**src/design/pasop_pkg.sv**
```systemverilog
// Package for the converter sample output port: widths, mode codes, latency.
// Assumes a single core clock domain that oversamples the encode clock pins.
package pasop_pkg;

    // ------------------------------------------------------------
    // Widths and counts
    // ------------------------------------------------------------
    localparam int unsigned SAMPLE_WIDTH = 11;
    localparam int unsigned PIPE_LATENCY = 5;
    localparam logic [2:0] PIPE_LATENCY_CNT = 3'h5;
    localparam logic [SAMPLE_WIDTH-1:0] SAMPLE_RESET = 11'h000;
    localparam logic [SAMPLE_WIDTH-1:0] MSB_MASK = 11'h400;
    localparam int unsigned MSB_POS = 10;

    // ------------------------------------------------------------
    // Format selector levels (0V, 1/3, 2/3, full supply)
    // ------------------------------------------------------------
    typedef enum logic [1:0] {
        PASOP_SEL_ZERO = 2'h0,
        PASOP_SEL_THIRD = 2'h1,
        PASOP_SEL_TWO_THIRDS = 2'h2,
        PASOP_SEL_FULL = 2'h3
    } pasop_sel_t;

    typedef enum logic [1:0] {
        PASOP_PWR_ACTIVE,
        PASOP_PWR_HIZ,
        PASOP_PWR_NAP,
        PASOP_PWR_SLEEP
    } pasop_pwr_t;

    // One captured sample travelling down the pipeline
    typedef struct packed {
        logic [SAMPLE_WIDTH-1:0] code;
        logic overflow;
    } pasop_sample_t;

endpackage

```
**src/design/pasop_sync.sv**
```systemverilog
// Two flip-flop synchroniser for a bus of levels.
// Assumes inputs are asynchronous to i_core_clk.
`timescale 1ns/10ps
`default_nettype none
module pasop_sync #(
    parameter int unsigned WIDTH = 1
) (
    // Clock and reset
    input wire logic i_core_clk,
    input wire logic i_rst,
    // Data
    input wire logic [WIDTH-1:0] i_async,
    output logic [WIDTH-1:0] o_sync
);
    logic [WIDTH-1:0] meta;

    // First stage feeds only the second stage
    always_ff @(posedge i_core_clk) begin
        if (i_rst) begin
            meta <= '0;
            o_sync <= '0;
        end else begin
            meta <= i_async;
            o_sync <= meta;
        end
    end
endmodule
`default_nettype wire

```
**src/design/pasop_pipe.sv**
```systemverilog
// Five-entry result pipeline advanced once per encode rising edge.
// Assumes i_adv is a one-cycle pulse on i_core_clk.
`timescale 1ns/10ps
`default_nettype none
module pasop_pipe (
    // Clock and reset
    input wire logic i_core_clk,
    input wire logic i_rst,
    // Stream
    input wire logic i_adv,
    input wire pasop_pkg::pasop_sample_t i_sample,
    output pasop_pkg::pasop_sample_t o_sample
);
    pasop_pkg::pasop_sample_t stage [pasop_pkg::PIPE_LATENCY];

    always_ff @(posedge i_core_clk) begin
        if (i_rst) begin
            for (int i = 0; i < pasop_pkg::PIPE_LATENCY; i++) begin
                stage[i] <= '0;
            end
            o_sample <= '0;
        end else if (i_adv) begin
            stage[0] <= i_sample;
            for (int i = 1; i < pasop_pkg::PIPE_LATENCY; i++) begin
                stage[i] <= stage[i-1];
            end
            o_sample <= stage[pasop_pkg::PIPE_LATENCY-1];
        end
    end
endmodule
`default_nettype wire

```
**src/design/pasop_top.sv**
```systemverilog
// Digital side of an 11-bit pipelined sampling converter output port.
// Assumes the analog quantiser result arrives as a level bus; all pins
// are asynchronous to i_core_clk and are synchronised here.
`timescale 1ns/10ps
`default_nettype none
module pasop_top (
    // Clock and reset
    input wire logic i_core_clk,
    input wire logic i_rst,
    // Encode clock legs
    input wire logic i_encode_pos_in,
    input wire logic i_encode_neg_in,
    // Converter core result (offset binary, raw)
    input wire logic [pasop_pkg::SAMPLE_WIDTH-1:0] i_analog_code,
    input wire logic i_analog_over,
    input wire logic i_analog_under,
    // Mode straps
    input wire logic i_power_down_select,
    input wire logic i_output_enable_n,
    input wire logic [1:0] i_format_select,
    // Output port
    output logic [pasop_pkg::SAMPLE_WIDTH-1:0] o_sample_word_bits,
    output logic [pasop_pkg::SAMPLE_WIDTH-1:0] o_sample_word_bits_oe,
    output logic o_range_overflow_flag,
    output logic o_range_overflow_flag_oe,
    output logic o_data_valid_clock,
    output logic o_data_valid_clock_oe,
    // Status
    output logic o_stabilizer_on,
    output logic o_twos_complement,
    output logic o_converting,
    output logic o_nap,
    output logic o_sleep
);
    localparam int unsigned SYNC_W = pasop_pkg::SAMPLE_WIDTH + 8;

    // ------------------------------------------------------------
    // Pin synchronisation
    // ------------------------------------------------------------
    logic [SYNC_W-1:0] async_bus;
    logic [SYNC_W-1:0] sync_bus;
    logic enc_pos;
    logic enc_neg;
    logic over_s;
    logic under_s;
    logic pd_s;
    logic oe_n_s;
    logic [1:0] fmt_s;
    logic [pasop_pkg::SAMPLE_WIDTH-1:0] code_s;

    assign async_bus = {i_encode_pos_in, i_encode_neg_in, i_analog_over, i_analog_under,
        i_power_down_select, i_output_enable_n, i_format_select, i_analog_code};

    pasop_sync #(
        .WIDTH(SYNC_W)
    ) u_sync (
        .i_core_clk(i_core_clk),
        .i_rst(i_rst),
        .i_async(async_bus),
        .o_sync(sync_bus)
    );

    assign {enc_pos, enc_neg, over_s, under_s, pd_s, oe_n_s, fmt_s, code_s} = sync_bus;

    // ------------------------------------------------------------
    // Encode phase and edges
    // ------------------------------------------------------------
    logic enc_level;
    logic enc_prev;
    logic enc_rise;
    logic enc_fall;

    // Legs equal keeps the previous phase, avoiding chatter at the crossing
    always_ff @(posedge i_core_clk) begin
        if (i_rst) begin
            enc_level <= 1'b0;
        end else if (enc_pos && !enc_neg) begin
            enc_level <= 1'b1;
        end else if (!enc_pos && enc_neg) begin
            enc_level <= 1'b0;
        end
    end

    always_ff @(posedge i_core_clk) begin
        if (i_rst) begin
            enc_prev <= 1'b0;
        end else begin
            enc_prev <= enc_level;
        end
    end

    assign enc_rise = enc_level && !enc_prev;
    assign enc_fall = !enc_level && enc_prev;

    // ------------------------------------------------------------
    // Power mode decode
    // ------------------------------------------------------------
    pasop_pkg::pasop_pwr_t pwr_mode;

    always_ff @(posedge i_core_clk) begin
        if (i_rst) begin
            pwr_mode <= pasop_pkg::PASOP_PWR_HIZ;
        end else begin
            unique case ({pd_s, oe_n_s})
                2'b00: pwr_mode <= pasop_pkg::PASOP_PWR_ACTIVE;
                2'b01: pwr_mode <= pasop_pkg::PASOP_PWR_HIZ;
                2'b10: pwr_mode <= pasop_pkg::PASOP_PWR_NAP;
                2'b11: pwr_mode <= pasop_pkg::PASOP_PWR_SLEEP;
            endcase
        end
    end

    logic running;
    logic drive;
    assign running = (pwr_mode == pasop_pkg::PASOP_PWR_ACTIVE) ||
        (pwr_mode == pasop_pkg::PASOP_PWR_HIZ);
    assign drive = (pwr_mode == pasop_pkg::PASOP_PWR_ACTIVE);

    // ------------------------------------------------------------
    // Format and stabiliser
    // ------------------------------------------------------------
    logic twos;
    logic stab;

    always_ff @(posedge i_core_clk) begin
        if (i_rst) begin
            twos <= 1'b0;
            stab <= 1'b0;
        end else begin
            unique case (pasop_pkg::pasop_sel_t'(fmt_s))
                pasop_pkg::PASOP_SEL_ZERO: begin
                    twos <= 1'b0;
                    stab <= 1'b0;
                end
                pasop_pkg::PASOP_SEL_THIRD: begin
                    twos <= 1'b0;
                    stab <= 1'b1;
                end
                pasop_pkg::PASOP_SEL_TWO_THIRDS: begin
                    twos <= 1'b1;
                    stab <= 1'b1;
                end
                pasop_pkg::PASOP_SEL_FULL: begin
                    twos <= 1'b1;
                    stab <= 1'b0;
                end
            endcase
        end
    end

    // ------------------------------------------------------------
    // Track and capture
    // ------------------------------------------------------------
    pasop_pkg::pasop_sample_t track;
    pasop_pkg::pasop_sample_t held;

    // Track follows the input only while encode is low
    always_ff @(posedge i_core_clk) begin
        if (i_rst) begin
            track <= '0;
        end else if (!enc_level) begin
            track.code <= code_s;
            track.overflow <= over_s || under_s;
        end
    end

    // Format applied at capture so a selector change affects new samples only
    always_comb begin
        held.code = track.code ^ (twos ? pasop_pkg::MSB_MASK : pasop_pkg::SAMPLE_RESET);
        held.overflow = track.overflow;
    end

    logic adv;
    assign adv = enc_rise && running;

    // ------------------------------------------------------------
    // Pipeline of five encode cycles
    // ------------------------------------------------------------
    pasop_pkg::pasop_sample_t out_sample;

    pasop_pipe u_pipe (
        .i_core_clk(i_core_clk),
        .i_rst(i_rst),
        .i_adv(adv),
        .i_sample(held),
        .o_sample(out_sample)
    );

    // ------------------------------------------------------------
    // Data valid clock: high with each new word, low on encode fall
    // ------------------------------------------------------------
    logic dv_clk;

    // Word changes one cycle after the rising data-valid edge and stands
    // across the fall, so a receiver latching on the fall sees a settled word
    always_ff @(posedge i_core_clk) begin
        if (i_rst) begin
            dv_clk <= 1'b0;
        end else if (adv) begin
            dv_clk <= 1'b1;
        end else if (enc_fall && running) begin
            dv_clk <= 1'b0;
        end
    end

    // ------------------------------------------------------------
    // Pin drivers
    // ------------------------------------------------------------
    always_ff @(posedge i_core_clk) begin
        if (i_rst) begin
            o_sample_word_bits <= pasop_pkg::SAMPLE_RESET;
            o_range_overflow_flag <= 1'b0;
        end else begin
            o_sample_word_bits <= out_sample.code;
            o_range_overflow_flag <= out_sample.overflow;
        end
    end

    assign o_data_valid_clock = dv_clk;
    assign o_sample_word_bits_oe = {pasop_pkg::SAMPLE_WIDTH{drive}};
    assign o_range_overflow_flag_oe = drive;
    assign o_data_valid_clock_oe = drive;
    assign o_stabilizer_on = stab;
    assign o_twos_complement = twos;
    assign o_converting = running;
    assign o_nap = (pwr_mode == pasop_pkg::PASOP_PWR_NAP);
    assign o_sleep = (pwr_mode == pasop_pkg::PASOP_PWR_SLEEP);
endmodule
`default_nettype wire

```
**config.mk**
```make
export PLATFORM = sky130hd
export DESIGN_NAME = pasop_top
export DESIGN_NICKNAME = d
export VERILOG_FILES = /design/src/design/pasop_pkg.sv /design/src/design/pasop_sync.sv /design/src/design/pasop_pipe.sv /design/src/design/pasop_top.sv
export SDC_FILE = /design/constraint.sdc
export NUM_CORES = 1
export LEC_CHECK = 0
export BUFFER_PORTS_ARGS = -buffer_cell sky130_fd_sc_hd__buf_4
export CORE_UTILIZATION = 40
export CTS_CLUSTER_DIAMETER = 200
export DETAILED_ROUTE_END_ITERATION = 12
export HOLD_SLACK_MARGIN = 0.1
export PLACE_DENSITY_LB_ADDON = 0.12
export SLEW_MARGIN = 30
export SYNTH_ARGS = -nofsm -noshare
export SYNTH_HDL_FRONTEND = slang
export SYNTH_SLANG_ARGS = --single-unit
```
**constraint.sdc**
```tcl
create_clock -name i_core_clk -period 1.95 [get_ports i_core_clk]
set_input_delay 0.39 -clock i_core_clk [delete_from_list [all_inputs] [get_ports i_core_clk]]
set_output_delay 0.39 -clock i_core_clk [all_outputs]
set_load 0.1 [all_outputs]
```
Word level (Yosys, flattened, before mapping):

Memory sizes are Yosys's and may differ from the RTL's. A register that Yosys moved wholly into a read port is not among the register bits.
Index checks and enable logic that the tools add are counted.

* memory bits (writable): 60
* word-level logic and storage cells: 67
* input bits: 21
* output and inout bits: 31
* memories kept: 1
* flip-flop bits (word level): 69

* muxes and demuxes: 18
* bitwise logic cells: 6
* reductions and logical operators: 21
* equality and inequality tests: 9

Memory list
* u_pipe.stage: words 5, width 12, rd ports 5, clocked after Yosys merged registers in 1, wr ports 5, line pasop_pipe.sv:14 `pasop_pkg::pasop_sample_t stage [pasop_pkg::PIPE_LATENCY];`

Operators with widths (count)
* $mux W12: 5
* $eq A2 B2 Y1 const B: 6
* $mux W11: 1
* $xor A11 B11 Y11: 1
* $mux W1: 9
* $pmux W2 S4: 1
* $reduce_or A2 Y1: 4
* $eq A2 B1 Y1 const B: 3
* $logic_and A1 B1 Y1: 6
* $logic_not A2 Y1: 3
* $or A1 B1 Y1: 5
* $logic_not A1 Y1: 4
* $pmux W1 S2: 2
* $reduce_bool A2 Y1: 2
* $logic_or A1 B1 Y1: 2

Longest topological paths before layout:

* word-level depth: 7
* gate-level depth with buffers: 5
* gate-level depth less buffers: 4

Cells and area by module:

A second synthesis with hierarchy kept.

* cells, all modules: 355
* area, all modules: 5061.1 µm²

By module, submodules not included
* pasop_pipe: area each 2692.6 µm², sequential area each 2042.0 µm², instances 1, cells an instance 167
* pasop_sync: area each 1212.4 µm², sequential area each 760.7 µm², instances 1, cells an instance 80
* pasop_top: area each 1156.1 µm², sequential area each 620.6 µm², instances 1, cells an instance 108

Worst setup path before layout:

Ideal clock, no wire load.

* path kind: flip-flop to output port
* from: register pwr_mode[1]
* to: output o_range_overflow_flag_oe
* setup slack: -984 ps
* stages on the path, launching flop included: 3
* required time: 1560 ps
* buffers on the path: 1
* arrival time: 2544 ps
* cells stage by stage: dfxtp_1 > nor2_1 > buf_4

* cells in the longest elaborated chain, start to end: 1

Ends and longest elaborated chain
* from (decl): line pasop_top.sv:98 `pasop_pkg::pasop_pwr_t pwr_mode;`
* from (signal assigned): line pasop_top.sv:102 `pwr_mode <= pasop_pkg::PASOP_PWR_HIZ;`
* from (signal assigned): line pasop_top.sv:105 `2'b00: pwr_mode <= pasop_pkg::PASOP_PWR_ACTIVE;`
* from (signal assigned): line pasop_top.sv:106 `2'b01: pwr_mode <= pasop_pkg::PASOP_PWR_HIZ;`
* $logic_not A2 Y1: line pasop_top.sv:117 `assign drive = (pwr_mode == pasop_pkg::PASOP_PWR_ACTIVE);`
* to (decl): line pasop_top.sv:25 `output logic o_range_overflow_flag_oe,`

No other way between the ends.

Final worst setup path:

* from: register pwr_mode[1]
* to: output o_sample_word_bits_oe[8] in the netlist's numbering

* cells in the longest elaborated chain, start to end: 1

Ends and longest elaborated chain
* $logic_not A2 Y1: line pasop_top.sv:117
* to (decl): line pasop_top.sv:23 `output logic [pasop_pkg::SAMPLE_WIDTH-1:0] o_sample_word_bits_oe,`

No other way between the ends.

==> flow_summary.toml <==
[final_layout]
final_cells = 569
n_antenna_cell = 0
syn_to_final_growth_pct = 22.1
nNetsFinal = 437
drive_gt1_share_pct = 25.6
nFillCells = 1021
multi_input_area_um2 = 1270
seq_area_um2 = 3420

[grt]
grt_pass1_wl_um = 9410
track_usage_pct = 9.93
grt_max_degree = 50
first_global_vias = 2184
gr-total-overflow = 0
antenna_found_initial = 0

[sta]
hold_ws_ns = 0.186
fin_crit_ns = 1.78
fmax_ghz = 0.562
skew_ns = 0.00491
final_hold_viol_count = 0
fin_ws_ns = 0.171
rsz0062_at_grt = "false"
tightest_slew_ns = 0.345
finalSetupViolations = 0
final-max-slew-violation-count = 0
slew_headroom_pct = 77.0
min_period_over_period_pct = 91.2

[critical_path]
startpoint_type = "flip-flop"
path_class = "flip-flop to primary output"
path_cells = "nor2_4, buf_4"
crit_family = "flip-flops"
ff2ff_path_depth = 3
crit_path_max_fanout = 13
crit_path_top_delay_cell = "dfxtp_2"
slowest_delay_ns = 0.38
path_depth = 2
cp_data_arrival_time_ns = 1.39
crit_buf_inv = 1
cp-end-kind = "primary output"
required_ns = 1.56

[logic_synthesis]
synth_area_leaders = "edfxtp_1 37%, dfxtp_1 33%, and2_1 6.4%"
synth_ff_type = "dfxtp_1"
ys_types = 24
yosysTopAreaCellShare_pct = 36.9
synth_top_area_cell = "edfxtp_1"
synth_seq_cells = 141
yosysSeqAreaShare_pct = 70.1
syn_area_um2 = 4880
synthArstFlopShare_pct = 0
synth_area_per_cell_um2 = 13.3
syn-instance-count = 367
ys_top_cells_by_count = "81 x dfxtp_1, 60 x edfxtp_1, 50 x and2_1"
yosys_warnings = 0
synthMostInstantiatedCell = "dfxtp_1"
synth_edf_count = 60
synth_nets = 391

[power_and_ir_drop]
net-switching-power_mw = 1.44
clockPowerShare_pct = 47.0
switching_share_pct = 21.2
pwr-share-seq_pct = 47.3
power_frac_comb_pct = 5.7
power.internal_mw = 5.34
ir_drop_v = 0.000605
cellLeakagePower_nw = 2.45
p_per_area_nw_per_um2 = 1140

[flow_run]
cap_violations = 0

[place]
dp_slack_ns = 0.364
place_congestion = 0.661
dp_hpwl_um = 3140
port_buffers = 51
dp.cells = 537

[detailed_routing]
drt_wl_total_um = 5600
viasPerCell = 4.23
wl_per_cell_um = 9.83
vias = 2406
drt-initial-drc-count = 121
firstDrtPassIters = 4
drc = 0
antenna_left = 0

[floorplanning]
start_util_pct = 41.9
fp.dieH_um = 112
die_area_um2 = 12600
fp-row-count = 39
core_area_um2 = 11700
die_w_um = 112
ios = 52

[clock_tree]
clock_latency_ns = 0.40
cts_buffers = 17
tritoncts = "done"
cts_buffer_depth = 2
clock-sinks = 141
clk_pin_slew_ns = 0.06
cts_hold_buf = 0
htreeDepth = 4
root_buffer = "clkbuf_16"

[status]
status = "finished, final reports clean"

[worst_hold_path]
hold_depth = 2
hp-class = "input pin to flip-flop"
[cells by family (layout without fill, tap and decap cells)]
family	Yosys count	in the layout	synth area share, %
fa+ha+maj	3	3	0.769
buf+inv	35	94	4.23
compound gates	14	14	1.64
xor+xnor	1	1	0.179
flops	141	141	70.1
mux	14	14	3.18
simple gates	159	159	19.9
[registers in the layout, indices dropped and copies added, names as in the netlist, 2 cells and up]
| register | count |
|---|---|
| u_pipe.stage | 60 |
| u_sync.meta | 19 |
| u_sync.o_sync | 19 |
| u_pipe.o_sample | 12 |
| o_sample_word_bits | 11 |
| track | 11 |
| pwr_mode | 2 |
[worst paths after layout]
| check | slack, ns | endpoint | startpoint |
|---|---|---|---|
| hold reg to reg | 0.41 | pwr_mode[0] | u_sync.o_sync[13] |
| hold / removal | 0.19 | u_sync.meta[10] | i_analog_code[10] |
| setup / recovery | 0.17 | o_sample_word_bits_oe[8] | pwr_mode[1] |
| setup reg to reg | 0.51 | u_pipe.stage[4][9] | pwr_mode[1] |
[layout make-up]
type                       count  area share (%)
timing repair buffer          58            7.73
tap                          143            3.00
sequential                   141            57.5
clock buffer                  23            8.92
multi-input combinational    191            21.3
clock inverter                 9            1.26
inverter                       4           0.315
[per-stage QoR]
stage / area [µm²] / TNS [ns] / utilization [%] / total power [mW]
after floorplan: 4900 / -3.55 / - / 3.58
after global placement: 5350 / 0 / 45.8 / 3.65
after detailed placement: 5350 / 0 / 45.8 / 3.66
after CTS: 5960 / 0 / 51.1 / 6.86
after global routing: 5960 / 0 / 51.1 / 7.01
final: 5960 / 0 / 51.1 / 6.77
[layout by cell type, fill, tap and decap left out, types with 2 or more instances in the layout]
| master | synthesis | layout |
|---|---|---|
| and2b_1 | 19 | 19 |
| buf_4 | 15 | 56 |
| nand2b_1 | 11 | 11 |
| clkbuf_16 | 0 | 20 |
| mux2_2 | 12 | 12 |
| clkinv_2 | 0 | 6 |
| inv_1 | 4 | 3 |
| nor2b_1 | 45 | 45 |
| ha_1 | 3 | 3 |
| dfxtp_1 | 81 | 80 |
| nand2_1 | 11 | 11 |
| clkbuf_8 | 0 | 2 |
| a21oi_1 | 11 | 11 |
| mux2i_1 | 2 | 2 |
| nor2_4 | 0 | 2 |
| buf_12 | 0 | 2 |
| edfxtp_1 | 60 | 60 |
| and2_1 | 50 | 50 |
| nor2_1 | 18 | 16 |
| o21bai_1 | 2 | 2 |
[layer usage]
layer	wire, µm	vias to the layer above	global-route usage, %	share of wire, %
met2	2770	50	16.5	49
li1	-	1277	-	-
met1	2460	1069	9.60	44
met5	0	-	0	0
met4	105	0	6.40	1.9
met3	264	10	5.35	4.7
[what timing repair did]
| item | 4_1_cts | 5_1_grt |
|---|---|---|
| setup endpoints to repair | 13 | 0 |
| buffers inserted | 0 | 0 |
| gates resized for setup | 1 | 0 |
[power by group through the flow]
stage	clock network, mW	logic, mW	registers, mW
after floorplan	0	0.301	3.28
after global placement	0	0.388	3.26
after detailed placement	0	0.393	3.27
after CTS	3.26	0.394	3.20
after global routing	3.39	0.411	3.21
final	3.18	0.387	3.20
[worst reg2reg max path, cell delays in order (launching register included)]
cell and delay [ns]:
dfxtp_2 0.38, nor3b_2 0.26, or2_4 0.18, buf_4 0.29
No activity file was read; power rests on OpenSTA's default activity.
